## src/timer_regs.vh

```
// Register map, field positions and reset values of the reloadable timer
// Assumes a 32-bit APB slave decoding word-aligned byte addresses
`ifndef TIMER_REGS_VH
`define TIMER_REGS_VH

// Byte offsets of the registers
`define TMR_CTRL_OFS     12'h000
`define TMR_COUNT_OFS    12'h004
`define TMR_RELOAD_OFS   12'h008
`define TMR_STATUS_OFS   12'h00C

// Control register fields
`define CTRL_EN_BIT      0
`define CTRL_MODE_LSB    1
`define CTRL_MODE_MSB    2
`define CTRL_PRE_LSB     3
`define CTRL_PRE_MSB     5
`define CTRL_POL_BIT     6
`define CTRL_OUTEN_BIT   7
`define CTRL_WIDTH       8

// Status register fields
`define STAT_IRQ_BIT     0
`define STAT_OUT_BIT     1

// Mode encodings
`define MODE_ONESHOT     2'h0
`define MODE_CONT        2'h1
`define MODE_COUNTER     2'h2

// Reset values and fixed counts
`define CTRL_RESET       8'h00
`define COUNT_RESET      16'h0000
`define RELOAD_RESET     16'h0000
`define COUNT_RESTART    16'h0001
`define COUNT_STEP       16'h0001
`define PRE_ZERO         7'h00
`define PRE_ONE          7'h01

`endif

```

## src/edge_sync.v

```verilog
// Two-stage synchroniser with edge detection on the synchronised level
// Assumes din is asynchronous to clk; edge pulses last one cycle
`timescale 1ns/1ps

module edge_sync (
    // Clock and reset
    input  wire clk,
    input  wire rst_n,
    // Asynchronous input
    input  wire din,
    // Synchronised level and one-cycle edge pulses
    output reg  level_q,
    output wire rise,
    output wire fall
);

    reg meta_q;
    reg sync_q;

    // Two flops, then a history flop for edge detection
    always @(posedge clk or negedge rst_n) begin
        if (!rst_n) begin
            meta_q  <= 1'b0;
            sync_q  <= 1'b0;
            level_q <= 1'b0;
        end else begin
            meta_q  <= din;
            sync_q  <= meta_q;
            level_q <= sync_q;
        end
    end

    // Edges seen on the synchronised signal only
    assign rise = sync_q & ~level_q;
    assign fall = ~sync_q & level_q;

endmodule // edge_sync

```

## src/reloadable_timer_16bit.v

```verilog
// 16-bit reloadable up-counting timer with prescaler and APB registers
// Assumes an APB master on pclk and an asynchronous timer input pin
//
// Notes on behaviour
// - Sixteen-bit up-counter; all-ones wraps to zero and keeps counting.
// - Prescaler divides the clock by 1 to 128 before advancing.
// - Reload of zero means a full 65536-count period, longest time-out.
// - Reload one with division one gives the shortest time-out.
// - One-shot reload raises interrupt, count becomes one, enable clears.
// - One-shot with output on inverts the pin for one cycle unless polarity changed after the start.
// - One-shot and continuous modes count prescaled clock, never the pin.
// - Continuous reload raises interrupt, count becomes one, keeps running.
// - Continuous and counter modes toggle the output at every reload.
// - Written start count affects first pass only; reloads restart at one.
// - Counter mode counts input edges; polarity picks rising or falling.
// - Counter mode bypasses the prescaler; one edge advances one.
// - Counter reload raises interrupt, count becomes one, keeps counting.
// - In counter mode the polarity also sets the output start level.
// - One-shot time-out is (reload minus start) times the division.
// - Later continuous periods last reload times the division.
// - Counter mode counts exactly once per qualifying edge.
//
// The placing of the registers and register access over APB were chosen for this implementation.
`timescale 1ns/1ps
`include "timer_regs.vh"

module reloadable_timer_16bit (
    // APB clock and reset
    input  wire        pclk,
    input  wire        presetn,
    // APB slave
    input  wire        psel,
    input  wire        penable,
    input  wire        pwrite,
    input  wire [11:0] paddr,
    input  wire [31:0] pwdata,
    output reg  [31:0] prdata,
    output reg         pready,
    output reg         pslverr,
    // Timer pins
    input  wire        timer_in,
    output reg         timer_out,
    output reg         timer_irq
);

    ////////////////////////////////////////////////////////////////////////
    // Registers

    reg  [7:0]  ctrl_q;
    reg  [15:0] count_q;
    reg  [15:0] reload_q;
    reg  [6:0]  pre_q;
    reg         irq_flag_q;
    reg         first_q;
    reg         out_lvl_q;

    wire        en       = ctrl_q[`CTRL_EN_BIT];
    wire [1:0]  mode     = ctrl_q[`CTRL_MODE_MSB:`CTRL_MODE_LSB];
    wire [2:0]  pre_sel  = ctrl_q[`CTRL_PRE_MSB:`CTRL_PRE_LSB];
    wire        pol      = ctrl_q[`CTRL_POL_BIT];
    wire        out_en   = ctrl_q[`CTRL_OUTEN_BIT];

    // Bus strobes, taken in the access phase
    wire        acc      = psel & penable;
    wire        wr       = acc & pwrite;
    wire        wr_ctrl  = wr & (paddr == `TMR_CTRL_OFS);
    wire        wr_count = wr & (paddr == `TMR_COUNT_OFS);
    wire        wr_rel   = wr & (paddr == `TMR_RELOAD_OFS);
    wire        wr_stat  = wr & (paddr == `TMR_STATUS_OFS);
    wire        mapped   = (paddr == `TMR_CTRL_OFS) |
                           (paddr == `TMR_COUNT_OFS) |
                           (paddr == `TMR_RELOAD_OFS) |
                           (paddr == `TMR_STATUS_OFS);

    ////////////////////////////////////////////////////////////////////////
    // Input pin synchroniser

    wire in_rise;
    wire in_fall;

    edge_sync u_sync (
        .clk     (pclk),
        .rst_n   (presetn),
        .din     (timer_in),
        .level_q (),
        .rise    (in_rise),
        .fall    (in_fall)
    );

    ////////////////////////////////////////////////////////////////////////
    // Tick generation

    // Division mask: 2^pre_sel - 1, terminal count of the prescaler
    wire [6:0] pre_last = (`PRE_ONE << pre_sel) - `PRE_ONE;
    wire       pre_tick = (pre_q == pre_last);
    // Edge picked by polarity: 1 rising, 0 falling
    wire       edge_hit = pol ? in_rise : in_fall;
    wire       is_cnt   = (mode == `MODE_COUNTER);
    // Counter mode bypasses the prescaler; timed modes use it only
    wire       tick     = en & (is_cnt ? edge_hit : pre_tick);
    wire [15:0] next_cnt = count_q + `COUNT_STEP;
    // First pass matches on the advanced value so it lasts reload minus
    // start; later passes match on the shown value, a full reload period
    wire       match    = first_q ? (next_cnt == reload_q)
                                  : (count_q == reload_q);
    wire       hit      = tick & match;

    // Prescaler, cleared while disabled so enable restarts it
    always @(posedge pclk or negedge presetn) begin
        if (!presetn) begin
            pre_q <= `PRE_ZERO;
        end else if (!en || wr_ctrl || is_cnt || pre_tick) begin
            pre_q <= `PRE_ZERO;
        end else begin
            pre_q <= pre_q + `PRE_ONE;
        end
    end

    ////////////////////////////////////////////////////////////////////////
    // Counter, control and reload registers

    always @(posedge pclk or negedge presetn) begin
        if (!presetn) begin
            ctrl_q   <= `CTRL_RESET;
            count_q  <= `COUNT_RESET;
            reload_q <= `RELOAD_RESET;
            first_q  <= 1'b1;
        end else begin
            // First-pass marker, rearmed by a control or count write, not by a reload write
            if (wr_ctrl || wr_count) begin
                first_q <= 1'b1;
            end else if (hit) begin
                first_q <= 1'b0;
            end
            if (wr_rel) begin
                reload_q <= pwdata[15:0];
            end
            if (wr_ctrl) begin
                ctrl_q <= pwdata[`CTRL_WIDTH-1:0];
            end else if (hit && mode == `MODE_ONESHOT) begin
                ctrl_q[`CTRL_EN_BIT] <= 1'b0;
            end
            // Software write wins only if no reload happens this cycle
            if (hit) begin
                count_q <= `COUNT_RESTART;
            end else if (wr_count) begin
                count_q <= pwdata[15:0];
            end else if (tick) begin
                count_q <= next_cnt;
            end
        end
    end

    ////////////////////////////////////////////////////////////////////////
    // Output pin and interrupt

    always @(posedge pclk or negedge presetn) begin
        if (!presetn) begin
            out_lvl_q  <= 1'b0;
            irq_flag_q <= 1'b0;
            timer_out  <= 1'b0;
            timer_irq  <= 1'b0;
        end else begin
            // Disabled: level follows polarity; one-shot self-disable
            // restores it the cycle after the inversion
            if (!en) begin
                out_lvl_q <= pol;
            end else if (hit) begin
                out_lvl_q <= ~out_lvl_q;
            end
            if (!out_en) begin
                timer_out <= 1'b0;
            end else begin
                timer_out <= out_lvl_q;
            end
            // Sticky flag; a set in the clear cycle wins
            if (hit) begin
                irq_flag_q <= 1'b1;
            end else if (wr_stat && pwdata[`STAT_IRQ_BIT]) begin
                irq_flag_q <= 1'b0;
            end
            timer_irq <= hit;
        end
    end

    ////////////////////////////////////////////////////////////////////////
    // APB read and response

    always @(posedge pclk or negedge presetn) begin
        if (!presetn) begin
            prdata  <= 32'h00000000;
            pready  <= 1'b0;
            pslverr <= 1'b0;
        end else begin
            pready  <= psel & ~penable;
            pslverr <= psel & ~penable & ~mapped;
            prdata  <= 32'h00000000;
            if (psel && !penable && !pwrite) begin
                case (paddr)
                    `TMR_CTRL_OFS:   prdata[7:0]  <= ctrl_q;
                    `TMR_COUNT_OFS:  prdata[15:0] <= count_q;
                    `TMR_RELOAD_OFS: prdata[15:0] <= reload_q;
                    `TMR_STATUS_OFS: begin
                        prdata[`STAT_IRQ_BIT] <= irq_flag_q;
                        prdata[`STAT_OUT_BIT] <= timer_out;
                    end
                    default:         prdata <= 32'h00000000;
                endcase
            end
        end
    end

endmodule // reloadable_timer_16bit

```

## config.mk

```make
export PLATFORM = sky130hd
export DESIGN_NAME = reloadable_timer_16bit
export DESIGN_NICKNAME = d
export VERILOG_FILES = /design/src/edge_sync.v /design/src/reloadable_timer_16bit.v
export VERILOG_INCLUDE_DIRS = /design/src
export SDC_FILE = /design/constraint.sdc
export NUM_CORES = 1
export LEC_CHECK = 0
export ABC_AREA = 1
export ABC_CLOCK_PERIOD_IN_PS = 4850
export BUFFER_PORTS_ARGS = -buffer_cell sky130_fd_sc_hd__buf_4
export CORE_ASPECT_RATIO = 0.5
export CORE_MARGIN = 1.5
export CORE_UTILIZATION = 40
export DETAILED_ROUTE_END_ITERATION = 10
export SLEW_MARGIN = 20
export SYNTH_ARGS = -nofsm -noshare
export SYNTH_HDL_FRONTEND = slang
export SYNTH_SLANG_ARGS = --single-unit
```

## constraint.sdc

```tcl
create_clock -name pclk -period 4.85 [get_ports pclk]
set_input_delay 0.97 -clock pclk [delete_from_list [all_inputs] [get_ports pclk]]
set_output_delay 0.97 -clock pclk [all_outputs]
set_load 0.03 [all_outputs]
```

### Yosys cells after proc, flatten, opt, wreduce, memory -nomap -nowiden

Index checks and enable logic that the tools add are counted.

* register bits: 89
* bits in latches: 0
* memory bits (writable): 0
* ROM bits: 0
* input port bits: 50
* output and inout port bits: 36
* logic and storage cells: 85
* memories kept: 0

* add/sub/neg operators: 3
* multiply operators: 0
* divide/modulo/power cells: 0
* order comparisons: 0
* equality and inequality tests: 8
* shift operators: 1
* multiplexer cells: 20
* bitwise logic cells: 20
* reductions and logical operators: 17

Operators with widths (number)
* $mux W16: 4
* $eq A16 B16 Y1: 2
* $eq A12 B4 Y1 const B: 2
* $pmux W6 S3: 1
* $add A16 B1 Y16 const B: 1
* $pmux W8 S2: 1
* $and A1 B1 Y1: 12
* $eq A12 B3 Y1 const B: 1
* $logic_not A12 Y1: 1
* $mux W1: 12
* $pmux W2 S4: 1
* $add A7 B1 Y7 const B: 1
* $eq A7 B7 Y1: 1
* $mux W7: 1
* $shl A1 B3 Y7 const A: 1
* $sub A7 B1 Y7 const B: 1
* $reduce_bool A2 Y1: 3
* $not A1 Y1: 5
* $logic_and A1 B1 Y1: 4
* $logic_or A1 B1 Y1: 4
* $logic_not A1 Y1: 3
* $or A1 B1 Y1: 3
* $reduce_bool A3 Y1: 1
* $eq A2 B2 Y1 const B: 1
* 2 further kinds: 2

### Logic depth before layout (Yosys ltp)

* depth after elaboration: 9
* mapped depth: 16
* gate-level depth less buffers: 16

### Cells and area by module

A second synthesis with hierarchy kept.

* cells, all modules: 695
* area, all modules: 4659.5 µm²

By module, submodules not included
* reloadable_timer_16bit: times used 1, cells each 688, area each 4569.4 µm², sequential area each 1752.9 µm²
* edge_sync: times used 1, cells each 7, area each 90.1 µm², sequential area each 75.1 µm²

### Worst setup path before layout

OpenSTA, ideal clock, no wires.

* path type: input-to-reg
* from: input port paddr[5]
* to: register pre_q[3]
* setup time: 0.123 ns
* data arrival time: 2.388 ns
* data required time: 4.727 ns
* slack: 2.339 ns
* stages on the path: 12
* buffers on the path: 0
* cell sequence: nor2_1 nand2_1 nor2_1 nand2_1 nor3_2 inv_1 nor2_2 inv_1 nand2_1 inv_1 nand3_2 nor3b_1

* word-level cells in the longest chain between the ends: 6

Ends and longest elaborated chain
* start, declared: line reloadable_timer_16bit.v:35 `input wire [11:0] paddr,`
* $logic_not A12 Y1
* $and A1 B1 Y1: line reloadable_timer_16bit.v:66 `` wire wr_ctrl = wr & (paddr == `TMR_CTRL_OFS); ``
* $logic_or A1 B1 Y1 (3 in series): line reloadable_timer_16bit.v:112 `end else if (!en || wr_ctrl || is_cnt || pre_tick) begin`
* $mux W7: line reloadable_timer_16bit.v:112
* end signal, assigned: line reloadable_timer_16bit.v:111 `` pre_q <= `PRE_ZERO; ``
* end signal, assigned: line reloadable_timer_16bit.v:113 `` pre_q <= `PRE_ZERO; ``
* end signal, assigned: line reloadable_timer_16bit.v:115 `` pre_q <= pre_q + `PRE_ONE; ``
* end, declared: line reloadable_timer_16bit.v:52 `reg [6:0] pre_q;`

Every way passes these cells.
A chain may end at the register's enable or synchronous reset.

### Worst setup path in the final report

* from: input port paddr[5]
* to: register count_q[8]

* word-level cells in the longest chain between the ends: 4
* elaborated cells between the ends (all ways): 5
* those cells by class: eq/ne: 1; mux: 2; bitwise: 1; reduce/logical: 1

Ends and longest elaborated chain
* $eq A12 B3 Y1 (*)
* $and A1 B1 Y1 (*): line reloadable_timer_16bit.v:67 `` wire wr_count = wr & (paddr == `TMR_COUNT_OFS); ``
* $mux W16: line reloadable_timer_16bit.v:146 `end else if (wr_count) begin`
* $mux W16: line reloadable_timer_16bit.v:144 `if (hit) begin`
* end signal, assigned: line reloadable_timer_16bit.v:145 `` count_q <= `COUNT_RESTART; ``
* end signal, assigned: line reloadable_timer_16bit.v:147 `count_q <= pwdata[15:0];`
* end signal, assigned: line reloadable_timer_16bit.v:149 `count_q <= next_cnt;`
* end, declared: line reloadable_timer_16bit.v:50 `reg [15:0] count_q;`

Mark *: on every way between the ends. The rest lies on a longest branch, timed or not.

==> impl_metrics.yaml <==
placement:
  post-place-ws_ns: 1.19
  port_buffers: 53
  dp_hpwl_mm: 9.52
  place_congestion: 0.899
logic_synthesis:
  synth_top_area_share_pct: 39.2
  ys.flop_type: "dfrtp_1"
  yosysMostFrequentCell: "nand2_1"
  async_flop_share_pct: 100
  synthTopCellsByArea: "dfrtp_1 (39%), nand2_1 (17%), nand3_1 (8.0%)"
  yosys_warnings: 0
  ys_top_cells_by_count: "nand2_1 (210), inv_1 (79), nand3_1 (73), dfrtp_1 (72), nor2_1 (57)"
  avgSynthCellArea_sq_um: 6.89
  synthCells: 667
  ys_seq_area_share_pct: 39.8
  synth.distinct_cells: 42
  synth_area_sq_um: 4590
  synth_largest_area_cell: "dfrtp_1"
  ys_ff_latch: 73
  synth_edf_count: 0
setup_path:
  r2r_start: "ctrl_q[4]$_DFFE_PN0P_"
  crit_chain: "buf_4 -> nor2_1 -> nand2_1 -> nor2_1 -> nand2_1 -> nor3_4 -> buf_4 -> inv_2 -> nor2_4 -> inv_1 -> nand2_2 -> inv_2 -> a21oi_1 -> nand2_1 -> o21ai_1"
  crit_fanout: 17
  setup.worst_path.start_class: "primary input"
  critPathCaptureType: "flip-flop"
  startpoint: "paddr[5]"
  critPathMostFrequentCell: "nand2_1"
  critical_path_depth: 15
  critical_path.top_delay_family: "simple AND/OR/NAND/NOR gates"
  path_class: "primary input to flip-flop"
  crit_required_ns: 5.10
  regToRegSetupSlack_ns: 1.86
  critPathBufInv: 5
  crit_path_max_incr_delay_ns: 0.39
  r2r_end: "count_q[8]$_DFFE_PN0P_"
  cp_data_arrival_time_ns: 3.62
  ff2ff_path_depth: 14
  cp_slowest_cell: "nand2_2"
detailed_routing:
  drt_iter0_drc: 315
  via_count: 4490
  antenna_left: 0
  dr_wl_met3_microns: 866
  drc: 0
  wl_mm: 13.1
  dr_wl_met2_mm: 5.59
  routed.top_layer: "met4"
  wl_met1_mm: 6.41
  wl_per_cell_microns: 15.0
  drtPass1Iterations: 5
  viasPerCell: 5.15
cts:
  cts_root_buf: "clkbuf_16"
  htreeDepth: 3
  path_clk_slew_ns: 0.05
  cts_hold_buf: 0
  numCtsBuffers: 9
  clock-sinks: 73
  cts_setup_buffers: 0
  clock_latency_ns: 0.34
  cts.repair.resized: 0
  cts_tree: "built"
  clockBufferDepth: 2
floorplan:
  core_area_sq_um: 11100
  ios: 86
  dieWidth_microns: 155
  initial_core_util_pct: 41.5
  die_area_sq_um: 12200
  die_h_microns: 78.8
  rows: 27
hold_path:
  min_from: "u_sync.meta_q$_DFF_PN0_"
  min_path_cells: 0
  whs_endpoint: "u_sync.sync_q$_DFF_PN0_"
  hp-class: "flip-flop to flip-flop"
global_route:
  grt_max_degree: 74
  antenna_found_initial: 0
  grt_pass1_wl_mm: 21.1
  grt_overflow_total: 0
  grt_pass1_vias: 4160
  grt_usage_pct: 22.6
power:
  powerDensity_nw_per_um2: 245
  peakVddDrop_mv: 0.124
  finalPower_mw: 1.31
  power_leakage_nw: 2.68
sta:
  setup_slack_ns: 1.48
  rsz0062_at_grt: "no"
  finalHoldViolations: 0
  whs_ns: 0.357
  min_period_over_period_pct: 69.5
  final_max_slew_viol_count: 0
  finalSetupViolations: 0
  max_clock_freq_mhz: 297
  slew-limit-headroom_pct: 37.5
  setup_tns_ns: 0
  fin_skew_ns: 0.00648
  period_minus_slack_ns: 3.37
  worst_pin_slew_ns: 0.938
finish:
  syn2layout_area_growth_pct: 16.4
  nets: 774
  diodes: 0
  drive_gt1_share_pct: 13.6
run_status:
  status: "finished, final reports clean"
job:
  max_cap_viol_count: 0
[how the worst max path moves through the flow]
| stage | slack, ns | end |
|---|---|---|
| 2_1_floorplan | 2.34 | pre_q[3]$_DFF_PN0_ |
| 3_3_place_gp | 1.23 | count_q[6]$_DFFE_PN0P_ |
| 3_5_place_dp | 1.19 | count_q[8]$_DFFE_PN0P_ |
| 4_1_cts | 1.51 | count_q[8]$_DFFE_PN0P_ |
| 5_1_grt | 1.29 | count_q[4]$_DFFE_PN0P_ |
| 6_report | 1.48 | count_q[8]$_DFFE_PN0P_ |
[per-stage QoR]
step | std cells | cell area (sq um) | util, %
2_1_floorplan | 682 | 4650 | -
3_3_place_gp | 855 | 5070 | 45.8
3_5_place_dp | 855 | 5070 | 45.8
4_1_cts | 871 | 5350 | 48.3
5_1_grt | 871 | 5350 | 48.3
6_report | 871 | 5350 | 48.3
[logic make-up (layout without fill, tap and decap cells)]
| kind of cell | after synthesis | after routing | share of synthesized area (%) |
|---|---|---|---|
| flops | 73 | 73 | 39.8 |
| simple gates | 379 | 379 | 35.8 |
| xor+xnor | 9 | 9 | 1.72 |
| other cells | 1 | 16 | 0.0816 |
| compound gates | 86 | 86 | 10.4 |
| fa+ha+maj | 3 | 3 | 0.817 |
| mux | 2 | 2 | 0.490 |
| buf+inv | 114 | 158 | 10.9 |
[metal layers]
| metal | global-route usage [%] | vias to the layer above |
|---|---|---|
| li1 | - | 2231 |
| met1 | 32.2 | 2098 |
| met2 | 34.8 | 143 |
| met3 | 4.37 | 18 |
| met4 | 6.63 | 0 |
| met5 | 0 | - |
[cell type report]
cell class	instances	area (sq um)
Fill cell	1157	5730
Multi-Input combinational cell	495	2320
Sequential cell	73	1830
Timing Repair Buffer	56	420
Inverter	86	323
Clock buffer	14	264
Tap cell	145	181
Clock inverter	2	12.5
[where the power goes]
group	internal [mW]	switching (mW)
clock	0.374	0.247
combinational	0.0226	0.0507
sequential	0.612	0.00184
total	1.01	0.300
[sequential cells by signal (all words and copies together), names as in the netlist, 7 cells and up]
register and flops:
reload_q 16, prdata 16, ctrl_q 8, pre_q 7
count_q 16
[layout by cell type, fill, tap and decap left out, types with 2 or more instances in the layout]
cell         n
nand4_1     10
buf_4       56
inv_1       79
o22ai_1      8
nand2_1    210
clkbuf_1     3
conb_1      16
o21ai_1     10
nor2_1      57
nor2_2       7
nand3_2      2
nand3b_1     2
nand2_2      6
xor2_1       7
o21ai_0     35
o211ai_1     2
nor3_2       2
clkbuf_8     2
nor3_1       2
and2_1       2
nand3_1     73
nor3b_1      2
ha_1         3
clkbuf_16    9
a21oi_1     22
inv_2        6
dfrtp_1     72
o221ai_1     2
xnor2_1      2
nor4_1       2
mux2_2       2
Note: power is estimated with default switching activity, not from simulation.
